<file path="config.mk">
export PLATFORM = sky130hd
export DESIGN_NAME = standby_reset_sequencer
export DESIGN_NICKNAME = d
export VERILOG_FILES = /design/src/hw/standby_pkg.sv /design/src/hw/standby_reset_sequencer.sv
export SDC_FILE = /design/constraint.sdc
export NUM_CORES = 1
export LEC_CHECK = 0
export BUFFER_PORTS_ARGS = -buffer_cell sky130_fd_sc_hd__buf_2
export CELL_PAD_IN_SITES_DETAIL_PLACEMENT = 1
export CELL_PAD_IN_SITES_GLOBAL_PLACEMENT = 1
export CORE_ASPECT_RATIO = 0.75
export CORE_UTILIZATION = 42
export DETAILED_ROUTE_END_ITERATION = 8
export PLACE_DENSITY_LB_ADDON = 0.05
export SYNTH_ARGS = -nofsm -noshare
export SYNTH_HDL_FRONTEND = slang
export SYNTH_SLANG_ARGS = --single-unit
export TNS_END_PERCENT = 30
</file>
<file path="constraint.sdc">
create_clock -name pclk -period 3.5 [get_ports pclk]
set_input_delay 0.175 -clock pclk [delete_from_list [all_inputs] [get_ports pclk]]
set_output_delay 0.175 -clock pclk [all_outputs]
set_load 0.03 [all_outputs]
</file>
<file path="src/hw/standby_pkg.sv">
// standby and reset sequencer: shared constants, states and the state record
// assumes a single 32-bit apb slave and one system clock
package standby_pkg;
  // ==========================================================
  // register map (byte addresses)
  localparam logic [7:0] ADDR_CTRL = 8'h00;
  localparam logic [7:0] ADDR_KEY_LO = 8'h04;
  localparam logic [7:0] ADDR_KEY_HI = 8'h08;
  localparam logic [7:0] ADDR_STATUS = 8'h0c;
  // ==========================================================
  // control register fields
  localparam int CTRL_SLEEP_BIT = 0;
  localparam int CTRL_PCE_BIT = 1;
  localparam int CTRL_SEL_LSB = 2;
  // ==========================================================
  // values after reset
  localparam logic RST_PCE = 1'b1;
  localparam logic [2:0] RST_SEL = 3'h0;
  localparam logic [7:0] RST_KEY = 8'h00;
  // ==========================================================
  // prescaler and interval timer
  localparam int PRESC_W = 12;
  localparam int TIMER_W = 8;
  localparam int TAP10 = 10;
  localparam logic [2:0] SEL_TAP10 = 3'h7;
  localparam logic [3:0] TAP_BASE = 4'h3;
  localparam logic [7:0] TIMER_TOP = 8'hff;
  // ==========================================================
  // sequencer states
  typedef enum logic [2:0] {
    ST_RST,
    ST_POR,
    ST_RUN,
    ST_SLEEP,
    ST_STOP,
    ST_STAB,
    ST_LOWV
  } seq_state_t;
  // whole state of the sequencer, registered in one place
  typedef struct packed {
    seq_state_t state;
    logic [PRESC_W-1:0] presc;
    logic [TIMER_W-1:0] timer;
    logic rst_s1;
    logic rst_s2;
    logic lv_s1;
    logic lv_s2;
    logic [15:0] key_s1;
    logic [15:0] key_s2;
    logic [2:0] irq_a_s;
    logic [2:0] irq_b_s;
    logic periph_clock_enable;
    logic [2:0] interval_clock_select;
    logic [7:0] key_select_lo;
    logic [7:0] key_select_hi;
    logic stab_ok;
    logic vector_mode;
    logic resume;
    logic timer_irq;
    logic [3:0] wake_src;
    logic cpu_clk_en;
    logic periph_clk_en;
    logic osc_run;
    logic xout_high;
    logic xin_low;
    logic feedback_en;
    logic ports_input;
    logic core_reset_n;
    logic [PRESC_W-1:0] taps;
    logic pready;
    logic pslverr;
    logic [31:0] prdata;
  } seq_regs_t;
endpackage

</file>
<file path="src/hw/standby_reset_sequencer.sv">
// standby and reset sequencer: sleep/stop entry, wake-up, power-on and pin reset,
// low-voltage mode. assumes apb master on pclk, core and interrupt controller
// on pclk, reset pin, key pins, external interrupt pins and lv detector async.
//
// The implementer's own choices: the APB register port and the register addresses.
`timescale 1ns/1ps
`default_nettype none

// How it works
// - sleep bit stops cpu clock, oscillator runs
// - peripheral taps gateable, tap10 never gated
// - clock enable zero halts peripheral clocks
// - stop halts oscillator, all state kept
// - stop release waits timer, sets clock enable
// - reset, keys, pins wake both; timer sleep
// - low reset pin ends standby, reinitialises
// - low selected key pin releases standby
// - enabled external pin rising edge releases standby
// - global mask picks resume or vector
// - only individually enabled sources release standby
// - pending enabled interrupt blocks standby entry
// - prescaler and timer activity per state
// - stop drives xout high, xin low, feedback off
// - power-on reset lasts 256 tap10 ticks, just under 2^19 cycles
// - por clears counters, tap10 timer overflow ends it
// - low supply: ports input, stop release disabled
// - only reset leaves low-voltage mode
module standby_reset_sequencer
  import standby_pkg::*;
#(
  parameter int unsigned por_tap = TAP10 // lower only to shorten simulation
) (
  input wire logic pclk,
  input wire logic presetn,
  input wire logic psel,
  input wire logic penable,
  input wire logic pwrite,
  input wire logic [7:0] paddr,
  input wire logic [31:0] pwdata,
  output logic pready,
  output logic pslverr,
  output logic [31:0] prdata,
  input wire logic stop_exec,
  input wire logic irq_pending_any,
  input wire logic global_mask,
  input wire logic en_key,
  input wire logic en_irq_a,
  input wire logic en_irq_b,
  input wire logic en_timer,
  input wire logic reset_pin_n,
  input wire logic low_voltage,
  input wire logic [15:0] key_pin,
  input wire logic ext_irq_a,
  input wire logic ext_irq_b,
  output logic core_reset_n,
  output logic cpu_clk_en,
  output logic periph_clk_en,
  output logic [PRESC_W-1:0] periph_taps,
  output logic osc_run,
  output logic xout_high,
  output logic xin_low,
  output logic feedback_en,
  output logic ports_input,
  output logic resume,
  output logic vector_mode,
  output logic [3:0] wake_src,
  output logic timer_irq
);

  // ==========================================================
  // state record
  seq_regs_t st; // registered state
  seq_regs_t next_st; // next value

  // helper terms, from registered state and the core and apb inputs
  logic [PRESC_W-1:0] presc_inc; // prescaler plus one
  logic [3:0] tap_idx; // selected timer tap
  logic presc_runs; // prescaler advances this cycle
  logic timer_runs; // timer may count this cycle
  logic tick; // rising edge of selected tap
  logic ovf; // interval timer wraps
  logic key_hit; // selected key pin low
  logic a_rise; // enabled rising edge, pin a
  logic b_rise; // enabled rising edge, pin b
  logic tmr_wake; // timer overflow may wake sleep
  logic any_ext; // wake usable in sleep and stop
  logic wr_go; // apb write completes
  logic sleep_req; // sleep bit written

  // ==========================================================
  // wake and timer terms
  always_comb begin
    presc_inc = st.presc + 1'b1;
    // reset sequence forces the power-on tap
    if (st.state == ST_POR) begin
      tap_idx = 4'(por_tap);
    end else begin
      tap_idx = TAP_BASE + {1'b0, st.interval_clock_select};
    end
    // prescaler holds in stop, reset and low voltage
    presc_runs = (st.state == ST_RUN) || (st.state == ST_SLEEP) ||
                 (st.state == ST_STAB) || (st.state == ST_POR);
    // in sleep the timer only runs from tap10
    if (st.state == ST_SLEEP) begin
      timer_runs = (st.interval_clock_select == SEL_TAP10);
    end else begin
      timer_runs = presc_runs;
    end
    tick = presc_runs && timer_runs && presc_inc[tap_idx] && !st.presc[tap_idx];
    ovf = tick && (st.timer == TIMER_TOP);
    // only pins read through the second flop are looked at
    key_hit = en_key && |({st.key_select_hi, st.key_select_lo} & ~st.key_s2);
    a_rise = en_irq_a && st.irq_a_s[1] && !st.irq_a_s[2];
    b_rise = en_irq_b && st.irq_b_s[1] && !st.irq_b_s[2];
    // timer wake only from tap10, only out of sleep
    tmr_wake = en_timer && ovf && (st.interval_clock_select == SEL_TAP10);
    any_ext = key_hit || a_rise || b_rise;
    wr_go = psel && penable && st.pready && pwrite;
    sleep_req = wr_go && (paddr == ADDR_CTRL) && pwdata[CTRL_SLEEP_BIT];
  end

  // ==========================================================
  // next state
  always_comb begin
    next_st = st;
    // synchronisers: first stage feeds only the second
    next_st.rst_s1 = reset_pin_n;
    next_st.rst_s2 = st.rst_s1;
    next_st.lv_s1 = low_voltage;
    next_st.lv_s2 = st.lv_s1;
    next_st.key_s1 = key_pin;
    next_st.key_s2 = st.key_s1;
    next_st.irq_a_s = {st.irq_a_s[1:0], ext_irq_a};
    next_st.irq_b_s = {st.irq_b_s[1:0], ext_irq_b};
    next_st.resume = 1'b0;
    next_st.timer_irq = 1'b0;
    next_st.wake_src = 4'h0;
    // counters
    if (presc_runs) begin
      next_st.presc = presc_inc;
    end
    if (tick) begin
      next_st.timer = st.timer + 1'b1;
    end
    // register writes only while the core runs
    if (wr_go && (st.state == ST_RUN)) begin
      if (paddr == ADDR_CTRL) begin
        next_st.periph_clock_enable = pwdata[CTRL_PCE_BIT];
        next_st.interval_clock_select = pwdata[CTRL_SEL_LSB +: 3];
      end else if (paddr == ADDR_KEY_LO) begin
        next_st.key_select_lo = pwdata[7:0];
      end else if (paddr == ADDR_KEY_HI) begin
        next_st.key_select_hi = pwdata[7:0];
      end
    end
    // sequencer; pin reset has priority, then low supply
    if (!st.rst_s2) begin
      // pin reset: back to reset values from any state
      next_st.state = ST_RST;
      next_st.presc = '0;
      next_st.timer = '0;
      next_st.periph_clock_enable = RST_PCE;
      next_st.interval_clock_select = RST_SEL;
      next_st.key_select_lo = RST_KEY;
      next_st.key_select_hi = RST_KEY;
      next_st.vector_mode = 1'b0;
    end else if (st.lv_s2 && (st.state != ST_RST) && (st.state != ST_LOWV)) begin
      next_st.state = ST_LOWV;
    end else begin
      case (st.state)
        ST_RST: begin
          // pin released: run the normal reset timing
          next_st.state = ST_POR;
        end
        ST_POR: begin
          // ends on the first timer overflow
          if (ovf) begin
            next_st.state = ST_RUN;
            next_st.timer = '0;
          end
        end
        ST_RUN: begin
          if (ovf) begin
            next_st.timer_irq = 1'b1;
          end
          // a pending enabled request keeps the core awake
          if (irq_pending_any) begin
            next_st.state = ST_RUN;
          end else if (stop_exec) begin
            next_st.state = ST_STOP;
            // stop can only finish stabilising if the timer gets a clock
            next_st.stab_ok = (st.interval_clock_select == SEL_TAP10) ||
                              st.periph_clock_enable;
          end else if (sleep_req) begin
            next_st.state = ST_SLEEP;
          end
        end
        ST_SLEEP: begin
          if (any_ext || tmr_wake) begin
            next_st.state = ST_RUN;
            next_st.resume = 1'b1;
            next_st.vector_mode = global_mask;
            next_st.wake_src = {tmr_wake, b_rise, a_rise, key_hit};
          end
        end
        ST_STOP: begin
          // without a stabilising clock only reset or low supply leaves stop
          if (any_ext && st.stab_ok) begin
            next_st.state = ST_STAB;
            next_st.timer = '0;
            next_st.vector_mode = global_mask;
            next_st.wake_src = {1'b0, b_rise, a_rise, key_hit};
          end
        end
        ST_STAB: begin
          // oscillator settle time is one timer wrap
          if (ovf) begin
            next_st.state = ST_RUN;
            next_st.periph_clock_enable = 1'b1;
            next_st.resume = 1'b1;
          end
        end
        ST_LOWV: begin
          // held here until the reset pin falls
          next_st.state = ST_LOWV;
        end
        default: begin
          next_st.state = ST_RST;
        end
      endcase
    end
    // outputs follow the state being entered
    next_st.core_reset_n = (next_st.state != ST_RST) && (next_st.state != ST_POR);
    next_st.cpu_clk_en = (next_st.state == ST_RUN);
    next_st.periph_clk_en = (next_st.state == ST_RUN) &&
                            next_st.periph_clock_enable;
    next_st.osc_run = (next_st.state != ST_STOP) && (next_st.state != ST_LOWV);
    next_st.xout_high = !next_st.osc_run;
    next_st.xin_low = !next_st.osc_run;
    next_st.feedback_en = next_st.osc_run;
    next_st.ports_input = (next_st.state == ST_LOWV) || (next_st.state == ST_RST);
    // peripheral taps: tap10 always passes while the prescaler counts
    next_st.taps = '0;
    if (next_st.periph_clock_enable) begin
      next_st.taps = next_st.presc;
    end
    next_st.taps[TAP10] = next_st.presc[TAP10];
    // apb: answer in the first access cycle, no wait states
    next_st.pready = psel && !penable;
    next_st.pslverr = 1'b0;
    next_st.prdata = '0;
    if (psel && !penable) begin
      if (paddr == ADDR_CTRL) begin
        next_st.prdata = {27'h0, st.interval_clock_select, st.periph_clock_enable, 1'b0};
      end else if (paddr == ADDR_KEY_LO) begin
        next_st.prdata = {24'h0, st.key_select_lo};
      end else if (paddr == ADDR_KEY_HI) begin
        next_st.prdata = {24'h0, st.key_select_hi};
      end else if (paddr == ADDR_STATUS) begin
        next_st.prdata = {11'h0, st.stab_ok, st.vector_mode, st.state,
                          st.timer, 4'h0, st.wake_src};
      end else begin
        next_st.pslverr = 1'b1; // unmapped address
      end
    end
  end

  // ==========================================================
  // state register; presetn acts as power-on detect
  always_ff @(posedge pclk or negedge presetn) begin
    if (!presetn) begin
      st <= '0;
      st.state <= ST_POR;
      st.periph_clock_enable <= RST_PCE;
      st.interval_clock_select <= RST_SEL;
      st.osc_run <= 1'b1;
      st.feedback_en <= 1'b1;
      st.rst_s1 <= 1'b1;
      st.rst_s2 <= 1'b1;
    end else begin
      st <= next_st;
    end
  end

  // ==========================================================
  // outputs straight from flops
  assign pready = st.pready;
  assign pslverr = st.pslverr;
  assign prdata = st.prdata;
  assign core_reset_n = st.core_reset_n;
  assign cpu_clk_en = st.cpu_clk_en;
  assign periph_clk_en = st.periph_clk_en;
  assign periph_taps = st.taps;
  assign osc_run = st.osc_run;
  assign xout_high = st.xout_high;
  assign xin_low = st.xin_low;
  assign feedback_en = st.feedback_en;
  assign ports_input = st.ports_input;
  assign resume = st.resume;
  assign vector_mode = st.vector_mode;
  assign wake_src = st.wake_src;
  assign timer_irq = st.timer_irq;
endmodule // standby_reset_sequencer

`default_nettype wire

</file>
==> flow_metrics.tcl <==
set metrics [dict create \
    status "completed" \
    ff2ff_path_depth 10 \
    crit_arrival_ns 3.52 \
    yosysSeqAreaShare 0.531 \
    crit_family "compound AO/OA/AOI/OAI gates" \
    finalSetupViolCount 0 \
    fillers 1642 \
    final.setup.tns_ns 0 \
    fmax_mhz 314 \
    synth_warnings 0 \
    drive_gt1_frac 0.258 \
    rsz0062_at_grt "false" \
    mostFrequentLayoutCell "dfrtp_1" \
    endpoint_kind "flip-flop" \
    cp_num_buf_inv 1 \
    synth-edff-count 0 \
    timing.hold.ws_ns 0.0258 \
    grt_pass1_vias 4723 \
    clk_latency_ns 0.42 \
    critical_path_class "flip-flop to flip-flop" \
    startpoint_type "flip-flop" \
    hold_depth 3 \
    antenna_found_initial 0 \
    fin_crit_sh 0.910 \
    vias 4544 \
    syn_to_final_growth_pct 18.5 \
    ios 133 \
    cts_buffers 17 \
    cp_slowest_stage_delay_ns 0.60 \
    num_rows 38 \
    detail_route.vias_per_cell 5.13 \
    grt_max_degree 82 \
    grt_pass1_wl_um 25500 \
    r2r-end "periph_clk_en$_DFF_PN0_" \
    synth-seq-cells 133 \
    die_h_um 108 \
    powerDensity_mw_per_mm2 565 \
    dp_hpwl_um 10800 \
    syn_area_sq_mm 0.00628 \
    path_max_fanout 13 \
    netlist_instances 588 \
    finalClockSkew_ns 0.0100 \
    place_ws_ns 0.240 \
    cts_setup_buffers 0 \
    ctsHtreeMaxLevel 4 \
    dieWidth_um 143 \
    drc_errors 0 \
    diodes 0 \
    hold_viol_final 0 \
    cp_cell_sequence "inv_1 > ha_1 > mux2i_1 > o221ai_1 > o21a_1 > a31oi_4 > nand4_4 > nor4_2 > o21ai_0 > nor4_2" \
    drtIter0Drc 366 \
    avgSynthCellArea_sq_um 10.7 \
    initial_utilization 0.431 \
    port_buffers 97 \
    die_area_sq_mm 0.0154 \
    instances_no_fill 885 \
    hp-start "pwdata[5]" \
    holdPathEnd "st[75]$_DFFE_PN0P_" \
    fin_crit_ns 3.19 \
    core_area_sq_mm 0.0145 \
    gp_congestion 0.871 \
    synth_ff_type "dfrtp_1" \
    r2r-start "st[79]$_DFFE_PN0P_" \
    worst_slew_margin_rel 0.451 \
    setup_ws_ns 0.315 \
    hp-class "input pin to flip-flop" \
    critical_path.startpoint "st[79]$_DFFE_PN0P_" \
    regToRegSetupSlack_ns 0.31 \
    ant_nets 0 \
    routed_wl_um 15700 \
    cts_buffer_depth 2 \
    synth.distinct_cells 69 \
    crit_required_ns 3.83 \
    leakage_nw 3.48 \
    synth-async-reset-ratio 1.00 \
    cts_tree "yes" \
    grt_usage 0.224 \
    cts.sinks 133 \
    cap_violations 0 \
    cts_root_buffer "clkbuf_16" \
    mostFrequentLayoutCells "dfrtp_1 (128), buf_2 (96), nor2_1 (57), nand2_1 (32), nor3_1 (26)" \
    crit_path_top_delay_cell "ha_1" \
    worst_path_most_repeated_cell "nor4_2" \
    layout.nets 748 \
    routedWlPerCell_um 17.8 \
    gr-total-overflow 0 \
    worst_slew_pin_slew_ns 0.822 \
    first_pass_iters 4 \
    placedCellCount 830 \
    vdd_drop_max_mv 0.285 \
    slew_viol_final 0 \
    cts.reportedPaths.clkPinSlew_ns 0.06 \
]
-- report_power, final --
group / switching [mW] / leakage (nW) / internal (mW) / total (mW)
sequential: 0.0931 / 1.73 / 1.64 / 1.73
combinational: 0.508 / 1.47 / 0.258 / 0.766
clock: 0.752 / 0.276 / 0.955 / 1.71
-- what timing repair did --
item | 4_1_cts | 5_1_grt
hold endpoints to repair | 99 | 0
setup endpoints to repair | 0 | 13
resized for setup | 0 | 1
hold buffers | 23 | 0
-- registers in the layout, summed over array words and instances (netlist names), 4 cells and up --
| signal | cells |
|---|---|
| st | 63 |
| next_st | 22 |
| prdata | 21 |
| periph_taps | 12 |
| wake_src | 4 |
-- layer usage --
| metal | up-vias | share of wire | global-route usage |
|---|---|---|---|
| met5 | - | 0 | 0 |
| met4 | 0 | 0.0074 | 0.0630 |
| met3 | 11 | 0.045 | 0.0547 |
| met2 | 113 | 0.46 | 0.344 |
| met1 | 2271 | 0.48 | 0.313 |
| li1 | 2149 | - | - |
-- worst min-delay path: cells and delay by family --
| kind | cells | cell delay (ns) |
|---|---|---|
| compound gates | 1 | 0.06 |
| buf+inv | 1 | 0.11 |
| simple gates | 1 | 0.06 |
-- worst max path at each step --
stage | end | slack (ns) | cells past startpoint
floorplan | ports_input$_DFF_PN0_ | 0.71 | 13
global placement | periph_clk_en$_DFF_PN0_ | 0.37 | 10
detailed placement | periph_clk_en$_DFF_PN0_ | 0.24 | 10
CTS | periph_taps[1]$_DFF_PN0_ | 0.24 | 8
global route | periph_clk_en$_DFF_PN0_ | 0.10 | 10
finish | periph_clk_en$_DFF_PN0_ | 0.31 | 10
-- cells in the mapped netlist, types with 6 or more instances --
library cell	count	area share
nand4_1	8	0.0080
xnor2_1	11	0.015
nor2_1	57	0.034
inv_1	16	0.0096
a21oi_1	20	0.016
nor4_1	7	0.0070
a22oi_1	8	0.0096
buf_2	6	0.0048
o211a_1	7	0.011
and2_1	12	0.012
o21ai_0	15	0.012
nand2_1	32	0.019
nor3_1	26	0.021
xor2_1	10	0.014
dfrtp_1	128	0.51
mux2i_1	16	0.026
buf_4	53	0.063
nor2b_1	19	0.019
nand3_1	21	0.017
and3_1	7	0.0070
clkbuf_1	16	0.0096
-- through the flow --
step / cell area (sq um) / utilization / total power, mW
final: 7440 / 0.511 / 4.20
after global routing: 7440 / 0.511 / 4.42
after CTS: 7430 / 0.511 / 4.27
after detailed placement: 6630 / 0.456 / 2.50
after global placement: 6630 / 0.456 / 2.48
after floorplan: 6310 / - / 2.29
-- logic make-up after synthesis --
kind of cell / share of synthesized area
other: 0.000597
multiplexers: 0.0345
adder cells (fa/ha/maj): 0.00797
buffers and inverters: 0.0959
flip-flops: 0.531
XOR/XNOR: 0.0293
AND/OR/NAND/NOR: 0.202
AO/OA/AOI/OAI: 0.0989
-- area by class of cell --
cell class | count | area (sq um) | area share
flip-flops and latches | 133 | 3330 | 0.448
multi-input cells | 368 | 2380 | 0.320
repair buffers | 135 | 835 | 0.112
clock buffers | 18 | 439 | 0.0591
well taps | 200 | 250 | 0.0336
clock inverters | 14 | 133 | 0.0178
inverters | 17 | 63.8 | 0.00858
Power figures use the tool's default switching activity.
